<file path="src/pkg/mtfc_defs.vh">
// constants for the transmit flow control block
`ifndef MTFC_DEFS_VH
`define MTFC_DEFS_VH

// ----------------------------------------
// register offsets (byte addresses)
// ----------------------------------------
`define MTFC_OFF_LOW_WM 8'hb0
`define MTFC_OFF_HIGH_WM 8'hb2
`define MTFC_OFF_OVR_WM 8'hb4
`define MTFC_OFF_CTRL 8'hb6
`define MTFC_OFF_STAT 8'hb8

// ----------------------------------------
// reset values (watermarks in free bytes of the receive queue, then control)
// ----------------------------------------
`define MTFC_RST_LOW_WM 16'h1400
`define MTFC_RST_HIGH_WM 16'h0c00
`define MTFC_RST_OVR_WM 16'h0100
`define MTFC_RST_CTRL 16'h0003

// ----------------------------------------
// control and status fields
// ----------------------------------------
`define MTFC_CTRL_FDX 0
`define MTFC_CTRL_SPD100 1
`define MTFC_CTRL_BP_EN 2
`define MTFC_STAT_PAUSED 0
`define MTFC_STAT_XOFF 1
`define MTFC_STAT_BP 2
`define MTFC_STAT_RXDROP 3
`define MTFC_STAT_COLL_LSB 4

// ----------------------------------------
// timing
// ----------------------------------------
`define MTFC_CLK_NS 40
`define MTFC_NIB_CYC_100 1
`define MTFC_NIB_CYC_10 10
`define MTFC_IPG_BITS 96
`define MTFC_IPG_NIB (`MTFC_IPG_BITS / 4)
`define MTFC_SLOT_BITS 512
`define MTFC_SLOT_NIB (`MTFC_SLOT_BITS / 4)
`define MTFC_MAX_COLL 16
`define MTFC_BO_LIMIT 10
`define MTFC_PAUSE_MAX 16'hffff
`define MTFC_PAUSE_ZERO 16'h0000
`define MTFC_BP_ON_NS 100000
`define MTFC_BP_ON_CYC (`MTFC_BP_ON_NS / `MTFC_CLK_NS)
`define MTFC_BP_GAP_NS 1000
`define MTFC_BP_GAP_CYC (`MTFC_BP_GAP_NS / `MTFC_CLK_NS)
// sized end points of the counters above, kept in step with them by hand
`define MTFC_NIB_RELOAD 4'h9
`define MTFC_IPG_DONE 5'h18
`define MTFC_SLOT_LAST 7'h7f
`define MTFC_LATE_NIB 8'h80
`define MTFC_LAST_COLL 5'h0f
`define MTFC_BO_CAP_COLL 5'h09
`define MTFC_BO_EXP_MAX 4'ha
`define MTFC_BP_ON_LAST 13'h09c3
`define MTFC_BP_GAP_LAST 13'h0018

`endif

</file>
<file path="src/verilog/mtfc_tx_ctrl.v">
// transmit gap, back-off, pause flow control and backpressure of the mac
//
// The implementer's own choice: the strobed register port.
`timescale 1ns/1ps
`default_nettype none
`include "mtfc_defs.vh"

module mtfc_tx_ctrl (
	input wire i_mclk, // 25 MHz clock
	input wire i_nrst, // synchronous reset, active low
	input wire [7:0] i_addr, // register byte address
	input wire [15:0] i_wdata, // register write data
	input wire i_wr, // write strobe
	input wire i_rd, // read strobe
	output reg [15:0] o_rdata, // read data, cycle after i_rd
	input wire i_crs, // carrier sense pin from phy
	input wire i_col, // collision pin from phy
	input wire [15:0] i_rxq_free, // free bytes in receive queue
	input wire i_rx_pause_valid, // pause frame received, pulse
	input wire [15:0] i_rx_pause_time, // received pause quanta
	input wire i_txq_pend, // normal frame queued, level
	input wire i_tx_end, // frame sent without collision, pulse
	output reg o_tx_go, // start a frame, pulse
	output reg o_tx_is_pause, // frame started is a pause frame
	output reg [15:0] o_tx_pause_time, // pause time of that frame
	output reg o_tx_abort, // stop and jam current frame, pulse
	output reg o_tx_drop, // normal frame abandoned, pulse
	output reg o_bp_carrier, // send preamble for backpressure
	output reg o_rx_drop // discard incoming frames
);

// ----------------------------------------
// states
// ----------------------------------------
localparam ST_IDLE = 2'd0;
localparam ST_TX = 2'd1;
localparam ST_BACKOFF = 2'd2;
localparam ST_BP = 2'd3;

// ----------------------------------------
// pin synchronisers
// ----------------------------------------
reg crs_m_reg;
reg crs_s_reg;
reg col_m_reg;
reg col_s_reg;
always @(posedge i_mclk) begin
	if (!i_nrst) begin
		crs_m_reg <= 1'b0;
		crs_s_reg <= 1'b0;
		col_m_reg <= 1'b0;
		col_s_reg <= 1'b0;
	end else begin
		crs_m_reg <= i_crs;
		crs_s_reg <= crs_m_reg;
		col_m_reg <= i_col;
		col_s_reg <= col_m_reg;
	end
end

// ----------------------------------------
// registers
// ----------------------------------------
reg [15:0] low_wm_reg;
reg [15:0] high_wm_reg;
reg [15:0] ovr_wm_reg;
reg [15:0] ctrl_reg;
reg paused_reg;
reg xoff_reg;
reg [4:0] coll_reg;
reg [1:0] state_reg;

wire fdx = ctrl_reg[`MTFC_CTRL_FDX];
wire spd100 = ctrl_reg[`MTFC_CTRL_SPD100];
wire bp_en = ctrl_reg[`MTFC_CTRL_BP_EN];

always @(posedge i_mclk) begin
	if (!i_nrst) begin
		low_wm_reg <= `MTFC_RST_LOW_WM;
		high_wm_reg <= `MTFC_RST_HIGH_WM;
		ovr_wm_reg <= `MTFC_RST_OVR_WM;
		ctrl_reg <= `MTFC_RST_CTRL;
	end else if (i_wr) begin
		case (i_addr)
			`MTFC_OFF_LOW_WM: low_wm_reg <= i_wdata;
			`MTFC_OFF_HIGH_WM: high_wm_reg <= i_wdata;
			`MTFC_OFF_OVR_WM: ovr_wm_reg <= i_wdata;
			`MTFC_OFF_CTRL: ctrl_reg <= {13'h0000, i_wdata[2:0]};
			default: ;
		endcase
	end
end

always @(posedge i_mclk) begin
	if (!i_nrst) begin
		o_rdata <= 16'h0000;
	end else if (i_rd) begin
		case (i_addr)
			`MTFC_OFF_LOW_WM: o_rdata <= low_wm_reg;
			`MTFC_OFF_HIGH_WM: o_rdata <= high_wm_reg;
			`MTFC_OFF_OVR_WM: o_rdata <= ovr_wm_reg;
			`MTFC_OFF_CTRL: o_rdata <= ctrl_reg;
			`MTFC_OFF_STAT: o_rdata <= {7'h00, coll_reg, o_rx_drop, o_bp_carrier,
				xoff_reg, paused_reg};
			default: o_rdata <= 16'h0000;
		endcase
	end else begin
		o_rdata <= 16'h0000;
	end
end

// ----------------------------------------
// nibble-time enable
// ----------------------------------------
// one pulse per 4 bit times: every cycle at 100M, every 10 at 10M
reg [3:0] div_reg;
wire nib_en = spd100 ? 1'b1 : (div_reg == 4'h0);
always @(posedge i_mclk) begin
	if (!i_nrst || spd100 || div_reg == 4'h0) begin
		div_reg <= `MTFC_NIB_RELOAD;
	end else begin
		div_reg <= div_reg - 4'h1;
	end
end

// ----------------------------------------
// receive queue watermarks
// ----------------------------------------
reg xon_req_reg;
reg xoff_req_reg;
wire hit_high = (i_rxq_free <= high_wm_reg);
wire hit_low = (i_rxq_free >= low_wm_reg);
wire pause_sent = o_tx_go && o_tx_is_pause;
always @(posedge i_mclk) begin
	if (!i_nrst) begin
		xoff_reg <= 1'b0;
		xoff_req_reg <= 1'b0;
		xon_req_reg <= 1'b0;
		o_rx_drop <= 1'b0;
	end else begin
		o_rx_drop <= (i_rxq_free <= ovr_wm_reg);
		if (!xoff_reg && hit_high) begin
			xoff_reg <= 1'b1;
			xoff_req_reg <= fdx;
			xon_req_reg <= 1'b0;
		end else if (xoff_reg && hit_low) begin
			xoff_reg <= 1'b0;
			xon_req_reg <= fdx;
			xoff_req_reg <= 1'b0;
		end else if (pause_sent) begin
			xoff_req_reg <= 1'b0;
			xon_req_reg <= 1'b0;
		end
	end
end

// ----------------------------------------
// received pause timer
// ----------------------------------------
reg [15:0] quanta_reg;
reg [6:0] qnib_reg;
always @(posedge i_mclk) begin
	if (!i_nrst) begin
		quanta_reg <= 16'h0000;
		qnib_reg <= 7'h00;
		paused_reg <= 1'b0;
	end else if (i_rx_pause_valid && fdx) begin
		quanta_reg <= i_rx_pause_time;
		qnib_reg <= 7'h00;
		paused_reg <= (i_rx_pause_time != 16'h0000);
	end else if (paused_reg && nib_en) begin
		qnib_reg <= qnib_reg + 7'h01;
		if (qnib_reg == `MTFC_SLOT_LAST) begin
			quanta_reg <= quanta_reg - 16'h0001;
			if (quanta_reg == 16'h0001) begin
				paused_reg <= 1'b0;
			end
		end
	end
end

// ----------------------------------------
// inter packet gap
// ----------------------------------------
reg [4:0] ipg_reg;
wire ipg_ok = (ipg_reg == `MTFC_IPG_DONE);
always @(posedge i_mclk) begin
	if (!i_nrst || state_reg == ST_TX || o_bp_carrier) begin
		ipg_reg <= 5'h00;
	end else if (crs_s_reg && !fdx) begin
		ipg_reg <= 5'h00;
	end else if (nib_en && !ipg_ok) begin
		ipg_reg <= ipg_reg + 5'h01;
	end
end

// ----------------------------------------
// transmit control
// ----------------------------------------
reg [15:0] lfsr_reg;
reg [7:0] fnib_reg;
reg [6:0] snib_reg;
reg [9:0] slots_reg;
reg [12:0] bp_cnt_reg;
reg bp_gap_reg;
reg cur_pause_reg;

wire bp_want = bp_en && !fdx && xoff_reg;
wire pause_pend = xoff_req_reg || xon_req_reg;
wire medium_free = ipg_ok && (fdx || !crs_s_reg);
wire late = (fnib_reg >= `MTFC_LATE_NIB);
// exponent counts the collision in hand, so the first retry picks 0 or 1 slot
wire [3:0] bo_exp = (coll_reg >= `MTFC_BO_CAP_COLL) ? `MTFC_BO_EXP_MAX : coll_reg[3:0] + 4'h1;
wire [10:0] bo_span = (11'h001 << bo_exp) - 11'h001;
wire [9:0] bo_mask = bo_span[9:0];

always @(posedge i_mclk) begin
	if (!i_nrst) begin
		lfsr_reg <= 16'hace1;
	end else begin
		lfsr_reg <= {lfsr_reg[14:0], lfsr_reg[15] ^ lfsr_reg[13] ^ lfsr_reg[12] ^ lfsr_reg[10]};
	end
end

always @(posedge i_mclk) begin
	if (!i_nrst) begin
		state_reg <= ST_IDLE;
		coll_reg <= 5'h00;
		fnib_reg <= 8'h00;
		snib_reg <= 7'h00;
		slots_reg <= 10'h000;
		bp_cnt_reg <= 13'h0000;
		bp_gap_reg <= 1'b0;
		cur_pause_reg <= 1'b0;
		o_tx_go <= 1'b0;
		o_tx_is_pause <= 1'b0;
		o_tx_pause_time <= 16'h0000;
		o_tx_abort <= 1'b0;
		o_tx_drop <= 1'b0;
		o_bp_carrier <= 1'b0;
	end else begin
		o_tx_go <= 1'b0;
		o_tx_abort <= 1'b0;
		o_tx_drop <= 1'b0;
		case (state_reg)
			ST_IDLE: begin
				if (medium_free && pause_pend) begin
					o_tx_go <= 1'b1;
					o_tx_is_pause <= 1'b1;
					o_tx_pause_time <= xoff_req_reg ? `MTFC_PAUSE_MAX : `MTFC_PAUSE_ZERO;
					cur_pause_reg <= 1'b1;
					fnib_reg <= 8'h00;
					state_reg <= ST_TX;
				end else if (medium_free && i_txq_pend && !paused_reg) begin
					o_tx_go <= 1'b1;
					o_tx_is_pause <= 1'b0;
					o_tx_pause_time <= `MTFC_PAUSE_ZERO;
					cur_pause_reg <= 1'b0;
					fnib_reg <= 8'h00;
					state_reg <= ST_TX;
				end else if (bp_want && !i_txq_pend && medium_free) begin
					o_bp_carrier <= 1'b1;
					bp_cnt_reg <= 13'h0000;
					bp_gap_reg <= 1'b0;
					state_reg <= ST_BP;
				end
			end
			ST_TX: begin
				if (nib_en && !late) begin
					fnib_reg <= fnib_reg + 8'h01;
				end
				if (i_tx_end) begin
					coll_reg <= 5'h00;
					state_reg <= ST_IDLE;
				end else if (col_s_reg && !fdx) begin
					o_tx_abort <= 1'b1;
					if (late) begin
						o_tx_drop <= !cur_pause_reg;
						coll_reg <= 5'h00;
						state_reg <= ST_IDLE;
					end else if (coll_reg == `MTFC_LAST_COLL) begin
						o_tx_drop <= !cur_pause_reg;
						coll_reg <= 5'h00;
						state_reg <= ST_IDLE;
					end else begin
						coll_reg <= coll_reg + 5'h01;
						slots_reg <= lfsr_reg[9:0] & bo_mask;
						snib_reg <= 7'h00;
						state_reg <= ST_BACKOFF;
					end
				end
			end
			ST_BACKOFF: begin
				// retry waits slots, then the normal idle path also enforces the gap
				if (slots_reg == 10'h000) begin
					state_reg <= ST_IDLE;
				end else if (nib_en) begin
					snib_reg <= snib_reg + 7'h01;
					if (snib_reg == `MTFC_SLOT_LAST) begin
						slots_reg <= slots_reg - 10'h001;
					end
				end
			end
			ST_BP: begin
				if (!bp_want || i_txq_pend || pause_pend) begin
					o_bp_carrier <= 1'b0;
					state_reg <= ST_IDLE;
				end else if (!bp_gap_reg) begin
					// a collision here is ignored: no back-off, carrier held
					o_bp_carrier <= 1'b1;
					bp_cnt_reg <= bp_cnt_reg + 13'h0001;
					if (bp_cnt_reg == `MTFC_BP_ON_LAST) begin
						o_bp_carrier <= 1'b0;
						bp_gap_reg <= 1'b1;
						bp_cnt_reg <= 13'h0000;
					end
				end else begin
					bp_cnt_reg <= bp_cnt_reg + 13'h0001;
					if (bp_cnt_reg == `MTFC_BP_GAP_LAST) begin
						o_bp_carrier <= 1'b1;
						bp_gap_reg <= 1'b0;
						bp_cnt_reg <= 13'h0000;
					end
				end
			end
			default: state_reg <= ST_IDLE;
		endcase
	end
end

endmodule
`default_nettype wire

</file>
<file path="config.mk">
export PLATFORM = sky130hd
export DESIGN_NAME = mtfc_tx_ctrl
export DESIGN_NICKNAME = d
export VERILOG_FILES = /design/src/verilog/mtfc_tx_ctrl.v
export VERILOG_INCLUDE_DIRS = /design/src /design/src/pkg
export SDC_FILE = /design/constraint.sdc
export NUM_CORES = 1
export LEC_CHECK = 0
export ABC_AREA = 1
export BUFFER_PORTS_ARGS = -buffer_cell sky130_fd_sc_hd__buf_2
export CORE_AREA = 2 2 146 119
export DETAILED_ROUTE_END_ITERATION = 8
export DIE_AREA = 0 0 148 121
export GPL_TIMING_DRIVEN = 0
export PLACE_DENSITY = 0.83
export REMOVE_ABC_BUFFERS = 1
export SLEW_MARGIN = 0
export SYNTH_ARGS = -nofsm -noshare
export SYNTH_HDL_FRONTEND = slang
export SYNTH_SLANG_ARGS = --single-unit
export TNS_END_PERCENT = 20
</file>
<file path="constraint.sdc">
create_clock -name i_mclk -period 3.09 [get_ports i_mclk]
set_clock_uncertainty 0.2 [all_clocks]
set_input_delay 0.1545 -clock i_mclk [delete_from_list [all_inputs] [get_ports i_mclk]]
set_output_delay 0.1545 -clock i_mclk [all_outputs]
set_load 0.02 [all_outputs]
</file>
==> results of run 1 <==
-- report_power, final --
part	internal [mW]	switching, mW	total [mW]
clock	1.34	0.932	2.27
combinational	0.569	1.07	1.64
sequential	2.42	0.123	2.54
total	4.33	2.12	6.45
-- repair_timing --
item,CTS,global route
resized for setup,0,1
hold buffers,43,0
setup endpoints to repair,0,12
endpoints found under the hold margin,75,0
buffers inserted,0,0
-- cells in the mapped netlist (all sizes together), types with 5 or more instances --
library cell / n / share of area [%]
a211oi: 17 / 1.5
a21oi: 105 / 5.7
a221oi: 7 / 0.64
a31oi: 13 / 0.85
buf: 29 / 2.2
clkbuf: 18 / 0.71
dfxtp: 176 / 37
ha: 67 / 8.8
inv: 204 / 8.1
nand2: 211 / 9.0
nand3: 58 / 3.0
nand4: 20 / 1.4
nor2: 147 / 6.4
nor3: 41 / 2.5
nor4: 8 / 0.52
o21a: 5 / 0.39
o21ai: 94 / 5.0
o22ai: 16 / 1.0
or2: 9 / 0.61
xnor2: 7 / 0.64
xor2: 22 / 2.1
-- cell families after synthesis --
logic type	after synthesis	synth area share, %
AND/OR/NAND/NOR	502	24.1
adder cells (fa/ha/maj)	67	8.76
flip-flops	176	36.8
XOR/XNOR	29	2.73
buffers and inverters	252	11.0
AO/OA/AOI/OAI	275	16.6
-- area by class of cell --
type | count | area [sq um]
fill | 1318 | 5240
antenna | 1 | 2.50
timing repair buffer | 146 | 961
clock inverter | 11 | 158
inverter | 205 | 777
sequential | 176 | 3520
clock buffer | 20 | 467
tap | 220 | 275
multi-input combinational | 873 | 5000
-- how the worst min path moves through the flow --
stage / startpoint / end / slack (ns) / depth (start not counted)
floorplan: i_nrst / lfsr_reg[5] / 0.02 / 1
global placement: i_crs / crs_m_reg / 0.14 / 3
detailed placement: i_crs / crs_m_reg / 0.15 / 3
CTS: i_nrst / lfsr_reg[5] / 0.02 / 2
global route: i_nrst / lfsr_reg[5] / 0.04 / 2
finish: i_nrst / lfsr_reg[5] / 0.02 / 2
-- per-layer routing --
metal,track usage [%],wire [microns],part of all wire [%]
met1,35.4,10700,44
met4,10.4,541,2.2
met3,5.83,1910,7.9
met5,0,0,0
met2,43.7,10900,45
-- stage by stage --
| step | instance area [sq um] | setup TNS [ns] | hold slack, ns | setup slack (ns) |
|---|---|---|---|---|
| floorplan | 9290 | 0 | 0.0232 | 0.159 |
| global placement | 10100 | -0.0221 | 0.144 | -0.0221 |
| detailed placement | 10100 | 0 | 0.147 | 0.0493 |
| CTS | 11200 | 0 | 0.0162 | 0.0190 |
| global route | 11200 | -1.70 | 0.0426 | -0.227 |
| finish | 11200 | 0 | 0.0235 | 0.0679 |
-- worst max-delay path: stages, from the launching register on --
cell	delay (ns)
dfxtp_1	0.34
inv_1	0.11
ha_1	0.47
inv_1	0.39
o21a_1	0.31
a211oi_4	0.25
nand2_4	0.14
nor2_4	0.28
inv_1	0.23
nor2_1	0.13
a21oi_1	0.07
==> metrics.yaml, run 1 <==
status:
  status: "finished clean"
global_routing:
  grt_overflow_total: 0
  track_usage_pct: 27.0
  grt_max_degree: 50
  antenna_found_initial: 1
  grt_pass1_wl_mm: 39.0
  grt_pass1_vias: 8423
worst_setup_path:
  reg2reg_to: "slots_reg[6]"
  path_max_fanout: 16
  rrSetupSlack_ns: 0.07
  crit_path_end_kind: "register"
  crit_type: "reg2reg"
  cp-start-kind: "register"
  cp.required_ns: 3.21
  startpoint: "state_reg[0]"
  ff2ff_path_depth: 10
  r2r_start: "state_reg[0]"
  crit_end: "slots_reg[6]"
  arrival_ns: 3.15
clock_tree:
  cts_tree: "yes"
  clock-sinks: 176
  cts_max_path_buffers: 2
  clk_latency_ns: 0.43
  htree_levels: 4
  cts_made_buffers: 17
  cts-root-buf: "clkbuf_16"
  path_clk_slew_ns: 0.07
logic_synthesis:
  ys_seq_area_share_pct: 36.8
  synthDistinctLibCells: 52
  synth_area_sq_um: 9570
  async_flop_share_pct: 0
  synth_cells: 1301
  ys_warn_count: 0
  synth_area_per_cell_sq_um: 7.36
  synth-seq-cells: 176
  synthFlopType: "dfxtp_1"
  synth_edf_count: 0
route:
  postRouteAntennaNets: 0
  drtPass1Iterations: 5
  drc_errors: 0
  routedWlPerCell_microns: 14.6
  drt_iter0_drc: 663
  drt-vias-per-instance: 5.51
  totalWireLength_mm: 24.1
  num_vias: 9095
placed_design:
  io_buffers: 102
  gp_congestion: 0.899
  dp.final_hpwl_mm: 16.2
  placedCellCount: 1577
floorplan:
  dieArea_sq_um: 17900
  core_sq_um: 16400
  ioPinCount: 103
  die_w_microns: 148
  placementRows: 42
  start_util_pct: 58.4
  die_y_microns: 121
finish:
  drive_gt1_share_pct: 13.6
  layout.nets: 1551
  final_cell_mix: "198 x nand2_1, 195 x inv_1, 176 x dfxtp_1"
  final_common_cell: "nand2_1"
  final_util_pct: 68.1
  final_cell_count_no_fill: 1652
  area_delta_synth_final_pct: 16.6
min_path:
  hold_class: "in2reg"
sta:
  setup_violations: 0
  max_slew.worst_pin.slew_ns: 0.947
  fin_crit_ns: 3.02
  max_slew_margin_pct: 36.9
  slew_violations: 0
  hold_viol: 0
  period_share_pct: 97.8
  rsz0062_at_grt: "true"
  fmax_mhz: 331
power:
  p_leak_nw: 4.92
  power.density_nw_per_um2: 578
  total_power_mw: 6.45
  peakVddDrop_mv: 0.490
flow_run:
  drv_cap: 0
No activity file was read; power rests on OpenSTA's default activity.
==> inputs of run 2 (changes only) <==
- CELL_PAD_IN_SITES_DETAIL_PLACEMENT: default -> 0
- CELL_PAD_IN_SITES_GLOBAL_PLACEMENT: default -> 2
- CORE_AREA: 2 2 146 119 -> 2 2 191 156
- CTS_BUF_LIST: default -> sky130_fd_sc_hd__clkbuf_16
- DIE_AREA: 0 0 148 121 -> 0 0 193 158
==> run 2 against run 1 <==
Critical path depth unchanged; sequential cell count unchanged; die area rose by 70%; cell count is 9.6% higher; clock power barely moved.
==> metrics.yaml, run 2 (synthesis results as in run 1) <==
placed_design:
  dp.final_hpwl_mm: 18.3
  io_buffers: 102
  placedCellCount: 1734
  gp_congestion: 0.837
  placed_area_sq_um: 10300
worst_setup_path:
  reg2reg_to: "slots_reg[5]"
  path_common_cell: "inv_1"
  max_stage_delay_ns: 0.37
  r2r_start: "state_reg[0]"
  arrival_ns: 3.02
  ff2ff_path_depth: 10
  path_max_fanout: 16
  cp-start-kind: "register"
  rrSetupSlack_ns: 0.19
  cp.required_ns: 3.22
  crit_path_end_kind: "register"
  worst_path_max_delay_cell: "ha_2"
  crit_type: "reg2reg"
  crit_chain: "inv_1 > ha_2 > inv_1 > o21a_1 > a211oi_4 > nand2_4 > nor2_4 > inv_1 > nor2_1 > nor2_1"
clock_tree:
  cts-root-buf: "clkbuf_16"
  htree_levels: 4
  cts_tree: "yes"
  clock-sinks: 176
  path_clk_slew_ns: 0.07
  clk_latency_ns: 0.44
  cts_max_path_buffers: 2
  cts_made_buffers: 17
sta:
  fin_crit_ns: 2.90
  tns_ns: 0
  max_slew_margin_pct: 32.0
  rsz0062_at_grt: "true"
  slew_violations: 0
  fmax_mhz: 345
  max_slew.worst_pin.slew_ns: 1.02
  period_share_pct: 93.7
  hold_viol: 0
  setup_violations: 0
finish:
  final_util_pct: 39.6
  filler_cell_count: 3030
  final_common_cell: "nand2_1"
  final_cell_count_no_fill: 1810
  final_cell_mix: "198 x nand2_1, 196 x inv_1, 176 x dfxtp_1"
  area_delta_synth_final_pct: 18.8
  diodes: 0
  stdcell_area_sq_um: 11400
  drive_gt1_share_pct: 13.6
  layout.nets: 1552
floorplan:
  dieArea_sq_um: 30500
  die_y_microns: 158
  die_w_microns: 193
  core_sq_um: 28700
  start_util_pct: 33.3
  ioPinCount: 103
  placementRows: 56
power:
  power.density_nw_per_um2: 569
  total_power_mw: 6.47
  p_leak_nw: 4.93
  peakVddDrop_mv: 0.395
route:
  routedWlPerCell_microns: 14.1
  drtPass1Iterations: 5
  totalWireLength_mm: 25.6
  num_vias: 8546
  postRouteAntennaNets: 0
  drt-vias-per-instance: 4.72
  drt_iter0_drc: 369
  drc_errors: 0
global_routing:
  grt_pass1_wl_mm: 41.6
  track_usage_pct: 17.4
  grt_max_degree: 82
  grt_pass1_vias: 7978
  grt_overflow_total: 0
  antenna_found_initial: 0
min_path:
  min_from: "i_nrst"
  min_to: "quanta_reg[12]"
  hold_class: "in2reg"
  whs_path_depth: 4
status:
  status: "finished clean"
flow_run:
  drv_cap: 0
## run 2: cell types whose count changed in the layout (fill, tap and decap cells not counted), sizes merged
| cell | change |
|---|---|
| dlygate4sd3 | +1 |
| clkbuf | -3 |
| inv | +8 |
| clkinvlp | -1 |
| diode | -1 |
| clkinv | -3 |
## run 2: layout make-up
type,instances,area (sq um),share of cell area [%]
timing repair buffer,147,981,8.63
tap,377,472,4.15
clock inverter,15,181,1.60
sequential,176,3520,31.0
inverter,205,777,6.83
clock buffer,17,425,3.74
multi-input combinational,873,5010,44.1
## run 2: how the worst max path moves through the flow
stage               slack (ns)             endpoint                 from  cells past startpoint
finish                    0.19         slots_reg[5]         state_reg[0]                     10
global route             -0.04         slots_reg[9]         state_reg[0]                     10
CTS                       0.18         slots_reg[5]         state_reg[0]                     10
global placement         -0.58            o_tx_drop               i_nrst                      5
detailed placement       -0.21       quanta_reg[11]          ctrl_reg[0]                      6
floorplan                 0.16  o_tx_pause_time[14]  o_tx_pause_time[14]                      2
## run 2: per-stage QoR
| step | hold WS, ns | setup WS, ns |
|---|---|---|
| floorplan | 0.0232 | 0.159 |
| global placement | 0.143 | -0.584 |
| detailed placement | 0.146 | -0.205 |
| CTS | 0.0149 | 0.179 |
| global route | 0.0413 | -0.0449 |
| finish | 0.0273 | 0.195 |
## run 2: repair_timing
item                                    4_1_cts  5_1_grt
setup buffers                                 0        0
hold endpoints to repair                     74        0
endpoints found under the setup margin       12        8
hold buffers                                 44        0
gates resized for setup                       2        1
## run 2: per-layer routing
layer / vias up / share of wire, % / global-route usage, %
met4: 0 / 0.95 / 4.00
met1: 3886 / 54 / 25.4
met5: - / 0 / 0
met2: 135 / 41 / 26.6
li1: 4505 / - / -
met3: 20 / 3.5 / 2.88
## run 2: power breakdown
group          leakage [nW]  switching [mW]  internal [mW]
combinational          3.20            1.08          0.570
sequential             1.43           0.117           2.42
clock                 0.301            1.00           1.29
total                  4.93            2.20           4.27
## run 2: worst max-delay path: cells and delay by family (launching register included)
kind | cells | cell delay, ns
adders and majority gates | 1 | 0.37
buffers and inverters | 3 | 0.68
and+or+nand+nor | 4 | 0.66
AOI/OAI and AO/OA | 2 | 0.54
DFF | 1 | 0.33
==> inputs of run 3 (changes only) <==
- CORE_AREA: 2 2 191 156 -> 2 2 220 135
- DIE_AREA: 0 0 193 158 -> 0 0 222 137
- PLACE_DENSITY: 0.83 -> 0.84
==> run 3 against run 2 <==
Maximum frequency is 2.5% higher; combinational power up 3%; sequential power hardly changed; register-to-register slack gained 0.07 ns; hold slack better by 0.046 ns; total power decreased by 2.3%; cell count up 0.44%; via count rose by 1.8%; die area decreased by 0.26%; setup slack improved by 0.070 ns; global-route usage grew 0.96 points; critical path depth is 5 higher; critical path type unchanged; critical endpoint is now quanta_reg[12].
==> metrics.yaml, run 3 (synthesis results as in run 1) <==
placed_design:
  io_buffers: 102
  dp.final_hpwl_mm: 19.6
  gp_congestion: 0.807
  placed_area_sq_um: 10300
route:
  drc_errors: 0
  drt-vias-per-instance: 4.79
  totalWireLength_mm: 26.8
  postRouteAntennaNets: 0
  routedWlPerCell_microns: 14.7
  drt_iter0_drc: 689
  drtPass1Iterations: 5
  num_vias: 8700
worst_setup_path:
  crit_path_end_kind: "register"
  crit_cells: 15
  crit_type: "reg2reg"
  reg2reg_to: "quanta_reg[12]"
  cp-start-kind: "register"
  max_stage_delay_ns: 0.53
  crit_buf_inv: 3
  cp.required_ns: 3.28
  arrival_ns: 3.02
  path_common_cell: "nand2_1"
  ff2ff_path_depth: 15
  worst_path_max_delay_cell: "dlygate4sd3_1"
  path_max_fanout: 11
  crit_chain: "inv_1 > ha_1 > nand3_1 > nand2_2 > nand2_4 > nor3_4 > nand2_2 > nor2_4 > nand2_1 > nor2_4 > nand2_1 > nand3_1 > nand2_1 > inv_1 > dlygate4sd3_1"
  path_delay_family: "simple AND/OR/NAND/NOR gates"
  r2r_start: "div_reg[0]"
  rrSetupSlack_ns: 0.27
clock_tree:
  htree_levels: 4
  cts_max_path_buffers: 2
  clk_latency_ns: 0.45
  cts_tree: "yes"
  cts_made_buffers: 17
  clock-sinks: 176
  cts-root-buf: "clkbuf_16"
  path_clk_slew_ns: 0.07
finish:
  multiInputGateArea_sq_um: 5010
  stdcell_area_sq_um: 11400
  layout.nets: 1561
  area_delta_synth_final_pct: 19.2
  drive_gt1_share_pct: 13.9
  final_util_pct: 40.2
  filler_cell_count: 2954
  final_cell_mix: "198 x nand2_1, 194 x inv_1, 176 x dfxtp_1"
  seqCellArea_sq_um: 3520
  final_common_cell: "nand2_1"
power:
  p_leak_nw: 4.92
  power.density_nw_per_um2: 554
  peakVddDrop_mv: 0.381
min_path:
  hold_class: "in2reg"
  min_to: "ctrl_reg[0]"
  min_from: "i_addr[7]"
  whs_path_depth: 5
sta:
  slew_violations: 0
  period_share_pct: 91.4
  max_slew_margin_pct: 31.4
  worst_hold_slack_ns: 0.0733
  hold_viol: 0
  setup_violations: 0
  max_slew.worst_pin.slew_ns: 1.03
  rsz0062_at_grt: "true"
  fmax_mhz: 354
  fin_crit_ns: 2.82
floorplan:
  placementRows: 48
  core_sq_um: 28400
  start_util_pct: 33.7
  ioPinCount: 103
  dieArea_sq_um: 30400
  die_w_microns: 222
  die_y_microns: 137
global_routing:
  track_usage_pct: 18.3
  antenna_found_initial: 2
  grt_pass1_wl_mm: 43.2
  grt_pass1_vias: 7983
  grt_max_degree: 53
  grt_overflow_total: 0
flow_run:
  drv_cap: 0
status:
  status: "finished clean"
run 3: cell count changes in the layout (fill, tap and decap cells not counted), sizes merged:
cell and delta:
inv -2, bufinv -3, diode +1, clkinv -1
buf +2, dlygate4sd3 +7, clkinvlp +6
run 3: area by class of cell:
class | count | area share [%]
sequential | 176 | 30.9
antenna | 1 | 0.0219
tap | 375 | 4.11
inverter | 205 | 6.88
timing repair buffer | 156 | 9.34
clock inverter | 15 | 1.10
clock buffer | 17 | 3.73
multi-input combinational | 873 | 43.9
run 3: worst min-delay path, cell delays in order:
cell and delay (ns):
buf_2 0.10, nand4_2 0.14, nor3_1 0.12, nand3_1 0.09
nand3_1 0.06
run 3: power by group:
part	switching [mW]	total [mW]	internal, mW
Combinational	1.11	1.70	0.591
Clock	1.04	2.09	1.05
Sequential	0.117	2.53	2.42
Total	2.26	6.32	4.06
run 3: worst max path at each step:
stage                        startpoint                   to
floorplan           o_tx_pause_time[14]  o_tx_pause_time[14]
global placement                 i_nrst            o_tx_drop
detailed placement         state_reg[0]         slots_reg[6]
CTS                         ctrl_reg[0]       quanta_reg[12]
global route                 div_reg[0]       quanta_reg[12]
finish                       div_reg[0]       quanta_reg[12]
run 3: layer usage:
metal / share of wire (%) / GRT usage, % / up-vias
met2: 38 / 25.0 / 199
met5: 0.041 / 0 / -
met3: 5.1 / 3.56 / 23
li1: - / - / 4540
met1: 56 / 28.3 / 3936
met4: 1.2 / 5.59 / 2
run 3: repair_timing:
item / CTS / global route
hold buffers: 51 / 0
buffers inserted: 0 / 2
gates resized for setup: 2 / 4
endpoints found under the setup margin: 11 / 9
hold endpoints to repair: 88 / 0
pin swaps: 0 / 0
run 3: metrics by stage:
step           power, mW  setup TNS, ns  worst slack (ns)  cells
2_1_floorplan       3.76              0             0.159   1254
3_3_place_gp        4.20          -3.85            -0.362   1731
3_5_place_dp        4.21         -0.903            -0.110   1732
4_1_cts             6.37              0            0.0265   1815
5_1_grt             6.75        -0.0220           -0.0220   1818
6_report            6.32              0             0.265   1818
